$ cat src/shared/roc_pkg.sv
// Purpose: constants and state types of the relay output conditioner
// Assumes: 250 MHz clk_sys, 32-bit Avalon-MM register bus
// Notes:   source codes index one condition vector in the top
`default_nettype none
package roc_pkg;
  localparam int          ADDR_W   = 5;
  localparam int          SRC_W    = 4;
  localparam int          DLY_W    = 16;
  localparam int          HOLD_W   = 14;
  localparam int          N_GEN    = 8;
  localparam int          TICK_W   = 18;
  // Source codes; relay one stops at the last generic code
  localparam logic [3:0]  SRC_NONE       = 4'h0;
  localparam logic [3:0]  SRC_FAULT_FREE = 4'h1;
  localparam logic [3:0]  SRC_RUNNING    = 4'h2;
  localparam logic [3:0]  SRC_GEN_BASE   = 4'h3;
  localparam logic [3:0]  SRC_LINE       = 4'hB;
  localparam logic [3:0]  SRC_OCC        = 4'hC;
  localparam logic [3:0]  SRC_PRE        = 4'hD;
  localparam logic [3:0]  SRC_DAMPER     = 4'hE;
  localparam logic [15:0] DLY_MAX  = 16'hEA60;
  localparam logic [13:0] HOLD_MAX = 14'h270F;
  // Byte offsets
  localparam logic [4:0]  OFS_R1_CTRL = 5'h00;
  localparam logic [4:0]  OFS_R1_DLY  = 5'h04;
  localparam logic [4:0]  OFS_R1_HOLD = 5'h08;
  localparam logic [4:0]  OFS_R2_CTRL = 5'h0C;
  localparam logic [4:0]  OFS_R2_DLY  = 5'h10;
  localparam logic [4:0]  OFS_R2_HOLD = 5'h14;
  localparam logic [4:0]  OFS_STATUS  = 5'h18;
  localparam int          CTRL_SRC_LSB  = 0;
  localparam int          CTRL_POL_BIT  = 8;
  localparam int          STAT_OUT_LSB  = 0;
  localparam int          STAT_COND_LSB = 2;
  localparam int          STAT_PEND_LSB = 4;
  localparam logic [3:0]  RST_SRC1 = SRC_NONE;
  localparam logic [3:0]  RST_SRC2 = SRC_RUNNING;
  localparam int          MS_NS    = 1000000;
  localparam int          CLK_NS   = 4;
  localparam int          TICK_CYCLES_DEF = MS_NS / CLK_NS;

  typedef struct packed {
    logic              st;
    logic              out;
    logic              pend;
    logic [DLY_W-1:0]  cnt;
  } roc_chan_t;

  typedef struct packed {
    logic              ack;
    logic [31:0]       rdata;
    logic [TICK_W-1:0] tick_cnt;
    logic              tick;
    logic [SRC_W-1:0]  src1;
    logic [SRC_W-1:0]  src2;
    logic              neg1;
    logic              neg2;
    logic [DLY_W-1:0]  dly1;
    logic [DLY_W-1:0]  dly2;
    logic [HOLD_W-1:0] hold1;
    logic [HOLD_W-1:0] hold2;
  } roc_top_t;

  localparam roc_chan_t CHAN_RST = '{st: 1'b0, out: 1'b0, pend: 1'b0, cnt: '0};
  localparam roc_top_t  TOP_RST  = '{ack: 1'b0, rdata: '0, tick_cnt: '0, tick: 1'b0,
                                     src1: RST_SRC1, src2: RST_SRC2, neg1: 1'b0,
                                     neg2: 1'b0, dly1: '0, dly2: '0, hold1: '0,
                                     hold2: '0};
endpackage
`default_nettype wire

$ cat src/roc_channel.sv
// Purpose: one relay: turn-on delay, holding time, polarity
// Assumes: tick is a one-cycle pulse per millisecond
// Notes:   delay and hold arrive already forced by the top
`timescale 1ns/1ps
`default_nettype none
module roc_channel
  import roc_pkg::*;
(
  input  wire logic              clk_sys,
  input  wire logic              reset,
  input  wire logic              tick,
  input  wire logic              cond_in,
  input  wire logic [DLY_W-1:0]  delay_ms,
  input  wire logic [HOLD_W-1:0] hold_ms,
  input  wire logic              invert,
  output logic                   relay_out,
  output logic                   pending
);
  roc_chan_t r_q;
  roc_chan_t r_d;
  logic [DLY_W-1:0] limit;

  always_comb
  begin
    r_d   = r_q;
    limit = r_q.st ? {2'b00, hold_ms} : delay_ms;
    if (cond_in == r_q.st)
    begin
      r_d.cnt = '0; // Reverted before expiry: pending change dropped [RULE13]
    end
    // Full limit of whole ms after the first tick, so never early [RULE1] [RULE2]
    else if (limit == '0 || r_q.cnt > limit)
    begin
      r_d.st  = cond_in;
      r_d.cnt = '0;
    end
    else if (tick)
    begin
      r_d.cnt = r_q.cnt + 16'h0001;
    end
    r_d.out  = r_d.st ^ invert; // [RULE3]
    r_d.pend = cond_in != r_d.st;
  end

  always_ff @(posedge clk_sys)
  begin
    if (reset)
      r_q <= CHAN_RST;
    else
      r_q <= r_d;
  end

  assign relay_out = r_q.out;
  assign pending   = r_q.pend;
endmodule
`default_nettype wire

$ cat src/roc_top.sv
// Purpose: two relay outputs with source select, delay, hold, polarity
// Assumes: condition inputs synchronous to clk_sys; Avalon-MM slave, one wait state
// Notes:   millisecond tick made here from clk_sys
// How it works
// RULE1 - output closes only after turn-on delay
// RULE2 - output opens only after holding time
// RULE3 - polarity setting may invert relay output
// RULE4 - relay one fault-free: turn-on delay zero
// RULE5 - relay one fault-free: polarity forced positive
// RULE6 - fault-free on either relay: hold zero
// RULE7 - relay two adds four contactor/damper sources
// RULE8 - output contactor source drives relay two
// RULE9 - precharge source drives relay two
// RULE10 - relay two contactor sources: delay zero
// RULE11 - relay two fault/precharge/line: positive polarity
// RULE12 - reset: zero times, positive, relay two running
// RULE13 - reverted condition cancels the pending change
`timescale 1ns/1ps
`default_nettype none
module roc_top
  import roc_pkg::*;
#(
  parameter int TICK_CYCLES = TICK_CYCLES_DEF
)
(
  input  wire logic              clk_sys,
  input  wire logic              reset,
  input  wire logic [ADDR_W-1:0] avs_address,
  input  wire logic              avs_read,
  input  wire logic              avs_write,
  input  wire logic [31:0]       avs_writedata,
  input  wire logic [3:0]        avs_byteenable,
  output logic [31:0]            avs_readdata,
  output logic                   avs_waitrequest,
  input  wire logic              fault_free,
  input  wire logic              drive_running,
  input  wire logic [N_GEN-1:0]  gen_cond,
  input  wire logic              line_contactor_source,
  input  wire logic              output_contactor_source,
  input  wire logic              precharge_contactor_source,
  input  wire logic              damper_source,
  output logic                   relay_one_out,
  output logic                   relay_two_out
);
  initial
  begin
    if (TICK_CYCLES < 1 || TICK_CYCLES >= (1 << TICK_W))
      $error("TICK_CYCLES out of range");
  end

  localparam logic [TICK_W-1:0] TICK_LAST = TICK_W'(TICK_CYCLES - 1);

  roc_top_t r_q;
  roc_top_t r_d;

  logic [15:0]       src_vec;
  logic              cond1;
  logic              cond2;
  logic              req;
  logic              wr_en;
  logic [31:0]       new_word;
  logic [31:0]       rd_word;
  logic [DLY_W-1:0]  dly1_eff;
  logic [DLY_W-1:0]  dly2_eff;
  logic [HOLD_W-1:0] hold1_eff;
  logic [HOLD_W-1:0] hold2_eff;
  logic              inv1;
  logic              inv2;
  logic              pend1;
  logic              pend2;
  logic              f1;
  logic              f2;

  // Bit index equals source code; code 0 and 15 read as false
  assign src_vec = {1'b0, damper_source, precharge_contactor_source,
                    output_contactor_source, line_contactor_source,
                    gen_cond, drive_running, fault_free, 1'b0};

  assign cond1 = src_vec[r_q.src1];
  assign cond2 = src_vec[r_q.src2]; // Contactor sources feed relay two directly [RULE8] [RULE9]

  assign f1 = r_q.src1 == SRC_FAULT_FREE;
  assign f2 = r_q.src2 == SRC_FAULT_FREE;

  always_comb
  begin
    dly1_eff  = f1 ? '0 : r_q.dly1; // [RULE4]
    inv1      = f1 ? 1'b0 : r_q.neg1; // [RULE5]
    hold1_eff = f1 ? '0 : r_q.hold1; // [RULE6]
    hold2_eff = f2 ? '0 : r_q.hold2; // [RULE6]
    dly2_eff  = r_q.dly2;
    inv2      = r_q.neg2;
    case (r_q.src2)
      SRC_FAULT_FREE, SRC_PRE, SRC_LINE:
      begin
        dly2_eff = '0; // [RULE10]
        inv2     = 1'b0; // [RULE11]
      end
      SRC_OCC:
      begin
        dly2_eff = '0; // [RULE10]
      end
      default:
      begin
        dly2_eff = r_q.dly2;
      end
    endcase
  end

  // One wait state: request seen, answer on the next cycle
  assign req             = avs_read | avs_write;
  assign avs_waitrequest = req & ~r_q.ack;
  assign wr_en           = avs_write & r_q.ack;
  assign avs_readdata    = r_q.rdata;

  always_comb
  begin
    rd_word = 32'h0000_0000;
    case (avs_address)
      OFS_R1_CTRL: rd_word = 32'({r_q.neg1, 4'h0, r_q.src1});
      OFS_R1_DLY:  rd_word = 32'(r_q.dly1);
      OFS_R1_HOLD: rd_word = 32'(r_q.hold1);
      OFS_R2_CTRL: rd_word = 32'({r_q.neg2, 4'h0, r_q.src2});
      OFS_R2_DLY:  rd_word = 32'(r_q.dly2);
      OFS_R2_HOLD: rd_word = 32'(r_q.hold2);
      OFS_STATUS:  rd_word = 32'({pend2, pend1, cond2, cond1,
                                  relay_two_out, relay_one_out});
      default:     rd_word = 32'h0000_0000;
    endcase
  end

  // Byte lanes merged over the current contents
  always_comb
  begin
    new_word = rd_word;
    for (int b = 0; b < 4; b++)
    begin
      if (avs_byteenable[b])
        new_word[8*b +: 8] = avs_writedata[8*b +: 8];
    end
  end

  always_comb
  begin
    r_d       = r_q;
    r_d.ack   = req & ~r_q.ack;
    r_d.tick  = r_q.tick_cnt == TICK_LAST;
    r_d.tick_cnt = r_d.tick ? '0 : r_q.tick_cnt + 18'h00001;
    if (req & ~r_q.ack)
      r_d.rdata = rd_word;
    if (wr_en)
    begin
      case (avs_address)
        OFS_R1_CTRL:
        begin
          r_d.neg1 = new_word[CTRL_POL_BIT];
          // Contactor and damper codes are refused for relay one [RULE7]
          if (new_word[CTRL_SRC_LSB +: SRC_W] < SRC_LINE)
            r_d.src1 = new_word[CTRL_SRC_LSB +: SRC_W];
        end
        OFS_R2_CTRL:
        begin
          r_d.neg2 = new_word[CTRL_POL_BIT];
          r_d.src2 = new_word[CTRL_SRC_LSB +: SRC_W]; // [RULE7]
        end
        OFS_R1_DLY:
          r_d.dly1 = (new_word[15:0] > DLY_MAX) ? DLY_MAX : new_word[15:0];
        OFS_R2_DLY:
          r_d.dly2 = (new_word[15:0] > DLY_MAX) ? DLY_MAX : new_word[15:0];
        OFS_R1_HOLD:
          r_d.hold1 = (new_word[15:0] > 16'(HOLD_MAX)) ? HOLD_MAX : new_word[13:0];
        OFS_R2_HOLD:
          r_d.hold2 = (new_word[15:0] > 16'(HOLD_MAX)) ? HOLD_MAX : new_word[13:0];
        default:
        begin
          r_d.ack = 1'b0;
        end
      endcase
    end
  end

  // Reset loads zero times, positive polarity, relay two on running [RULE12]
  always_ff @(posedge clk_sys)
  begin
    if (reset)
      r_q <= TOP_RST;
    else
      r_q <= r_d;
  end

  roc_channel u_relay_one (
    .clk_sys   (clk_sys),
    .reset     (reset),
    .tick      (r_q.tick),
    .cond_in   (cond1),
    .delay_ms  (dly1_eff),
    .hold_ms   (hold1_eff),
    .invert    (inv1),
    .relay_out (relay_one_out),
    .pending   (pend1)
  );

  roc_channel u_relay_two (
    .clk_sys   (clk_sys),
    .reset     (reset),
    .tick      (r_q.tick),
    .cond_in   (cond2),
    .delay_ms  (dly2_eff),
    .hold_ms   (hold2_eff),
    .invert    (inv2),
    .relay_out (relay_two_out),
    .pending   (pend2)
  );
endmodule
`default_nettype wire

$ cat config.mk
export PLATFORM = sky130hd
export DESIGN_NAME = roc_top
export DESIGN_NICKNAME = d
export VERILOG_FILES = /design/src/shared/roc_pkg.sv /design/src/roc_channel.sv /design/src/roc_top.sv
export SDC_FILE = /design/constraint.sdc
export NUM_CORES = 1
export LEC_CHECK = 0
export ABC_AREA = 1
export ABC_CLOCK_PERIOD_IN_PS = 4000
export BUFFER_PORTS_ARGS = -buffer_cell sky130_fd_sc_hd__buf_2
export CELL_PAD_IN_SITES_DETAIL_PLACEMENT = 0
export CELL_PAD_IN_SITES_GLOBAL_PLACEMENT = 1
export CORE_MARGIN = 2
export CORE_UTILIZATION = 46
export CTS_CLUSTER_SIZE = 8
export DETAILED_ROUTE_END_ITERATION = 8
export PLACE_DENSITY_LB_ADDON = 0.05
export SETUP_SLACK_MARGIN = 0.05
export SYNTH_ARGS = -nofsm -noshare
export SYNTH_HDL_FRONTEND = slang
export SYNTH_SLANG_ARGS = --single-unit
$ cat constraint.sdc
create_clock -name clk_sys -period 4 [get_ports clk_sys]
set_input_delay 0.4 -clock clk_sys [delete_from_list [all_inputs] [get_ports clk_sys]]
set_output_delay 0.4 -clock clk_sys [all_outputs]
set_load 0.05 [all_outputs]
==> qor.csv <==
metric;value;unit
status;finished clean;
synthesis-to-layout area growth;10.24;%
DRC Markers;0;
Compound-Gate Fraction of Synth Area;13.84;%
post-CTS sizing;0;
Crit path required time;4330;ps
Via-to-Cell Ratio;5.204;
main combinational cell family by area after synthesis;simple AND/OR/NAND/NOR gates;
Top Metal Used;met4;
mapped cell area;8813;um2
warnings from Yosys;0;
final critical-path share of the clock period;81.83;%
Synth Area in XOR/XNOR;2.087;%
asr flop ratio synth;0;%
pwr dens;371.7;nW/um2
Fin Setup TNS;0;ps
CP Cell Sequence;inv_2 > nand2_1 > nor2_1 > nor2_4 > nand4_1 > o21ai_0 > inv_1 > ha_1 > nand4_1 > nor3_1 > nand3_1 > nand2_1 > nand3_2 > a211oi_1;
CTS tree;yes;
layout cells sized above 1;12.95;%
smallest hold slack;398.0;ps
crit path DAT;3610;ps
antenna violations before repair;0;
Hold Fails Final Rpt;0;
drt first pass iters;5;
RSZ-0062 raised after global routing;no;
H-tree Lvls;4;
RePlAce Congestion;0.8711;
global-route wire length before repair;41030;um
slowest cell on the critical path;dfxtp_1;
final setup violation count;0;
EDFF count, synth;0;
synth unique cells;44;
maxcap violations;0;
# hold bufs at CTS;0;
Synth Area in Adders;4.969;%
leakage;4.361;nW
post-route setup slack;726.8;ps
Slew headroom;44.67;%
CP Capture Type;flop;
Net Switching;998.4;uW
mux cell area share after synthesis;0;%
Slew @ Worst Pin;829.1;ps
Initial Utilization;46.96;%
Setup Skew;9.965;ps
vias in the first global route;7841;
met3 wire len;1128;um
Remaining Overflow, GRT;0;
largest net degree at the start of global routing;63;
post-synthesis simple-gate area fraction;34.04;%
site row count;50;
Final Critical Period;3273;ps
Clk network pwr share;49.0;%
DPL Wire Length;18860;um
synthesized flop and latch total;144;
TritonCTS Buffers;17;
number of setup buffers added after CTS;0;
Total Routing Usage GR;26.05;%
Die ar.;20280;um2
num ports;94;
ANT nets after route;0;
CTS Sinks;144;
Fmax;305.5;MHz
total routed wirelength;25580;um
metal2 WL;11740;um
worst skew pair latency;430;ps
sequential-to-total area share from yosys stat;32.71;%
Gate Count Post-Synth;1328;
diode count;0;
via count;8332;
critical path class;reg -> reg;
CP startpoint kind;flop;
# nets final;1448;
PortBufs;59;
Main synth FF type;dfxtp_1;
Hold Crit Class;in -> reg;
drt first-iter violations;627;
Gate power share;10.1;%
clk slew on worst S/H paths;70;ps
pre-CTS setup slack;710.4;ps
CP max stage delay;480;ps
Sw Ratio;27.65;%
Slew Viols, Final;0;
Int Pwr;2.613;mW
core footprint;18770;um2
Peak VDD IR;258.3;uV
sequential share of power;40.9;%
Avg WL per Cell;15.98;um
Avg Inst Size Synth;6.637;um2
Longest Clk Path Bufs;2;
Root Driver;clkbuf_16;
Metal-1 WL;11920;um
Crit Path Max Fanout;17;
Die Y-Extent;142.4;um
chip width;142.4;um
critical path: cells and delay by family, from the launching register on:
| family | cells | cell delay, ps |
|---|---|---|
| and+or+nand+nor | 9 | 1630 |
| AOI/OAI and AO/OA | 2 | 520 |
| DFF | 1 | 480 |
| adders and majority gates | 1 | 300 |
| buffers and inverters | 2 | 230 |
power by group through the flow:
stage	Sequential (mW)	Clock (mW)	Combinational [mW]
finish	1.48	1.77	0.364
global route	1.48	1.86	0.400
CTS	1.48	1.80	0.363
detailed placement	1.51	0	0.361
global placement	1.51	0	0.360
floorplan	1.50	0	0.293
path summary, 6_finish.rpt:
path / startpoint / to / slack, ps / cells after the start
max: r_q[63] / u_relay_two.r_q[12] / 730 / 14
min: avs_writedata[14] / r_q[42] / 400 / 4
min reg2reg: r_q[71] / r_q[71] / 440 / 1
max reg2reg: r_q[63] / u_relay_two.r_q[12] / 730 / 14
metal layers:
layer / GRT usage (%) / vias up
met5: 0 / -
met2: 42.05 / 191
met3: 4.341 / 39
li1: - / 4328
met1: 35.17 / 3774
met4: 9.432 / 0
registers in the layout, summed over array words and instances, names as in the netlist:
signal / flops
avs_readdata: 16
r_q: 90
u_relay_one.pending: 1
u_relay_one.r_q: 17
u_relay_one.relay_out: 1
u_relay_two.pending: 1
u_relay_two.r_q: 17
u_relay_two.relay_out: 1
synth_stat cells (6+ instances only):
master,count,area (um2)
nand2_2,18,112.6
xor2_1,15,131.4
nor3_1,21,105.1
a21oi_1,102,510.5
buf_4,38,285.3
ha_1,35,437.9
nand2_1,304,1141
o21ai_0,85,425.4
dfxtp_1,144,2883
or2_2,12,75.07
inv_2,6,22.52
nand3_1,81,405.4
clkbuf_1,30,112.6
o21ai_1,7,35.03
inv_1,146,548.0
o211ai_1,11,82.58
xnor2_1,6,52.55
nor2_1,152,570.6
nor2_4,7,78.83
nand4_1,46,287.8
buf_2,9,45.04
kinds of logic after synthesis:
group | count (synthesis)
AO/OA/AOI/OAI | 226
XOR/XNOR | 21
adder cells (fa/ha/maj) | 35
buffers and inverters | 237
flip-flops | 144
other | 1
AND/OR/NAND/NOR | 664
cell type report:
class,count,area (um2)
Clock buffer,17,425.4
Multi-Input combinational cell,962,4907
Timing Repair Buffer,73,400.4
Fill cell,1999,9052
Clock inverter,15,219.0
Sequential cell,144,2883
Inverter,156,588.1
Tap cell,234,292.8
cells in the final DEF (no fill, tap or decap), drive strengths merged, types with 6 or more instances in the layout:
cell	count
conb	16
clkbuf	17
a21oi	106
nand3	86
nor2	166
nand4	47
o21ai	94
xor2	15
dfxtp	144
inv	161
ha	35
nand2	327
o211ai	11
or2	13
buf	73
xnor2	6
nor3	21
through the flow:
step / instance area (um2) / std cells / utilization (%) / total power [mW]
after floorplan: 8870 / 1343 / - / 1.797
after global placement: 9071 / 1569 / 48.33 / 1.868
after detailed placement: 9071 / 1569 / 48.33 / 1.869
after CTS: 9716 / 1601 / 51.77 / 3.636
after global routing: 9716 / 1601 / 51.77 / 3.738
final: 9716 / 1601 / 51.77 / 3.611
No activity file was read; power rests on OpenSTA's default activity.
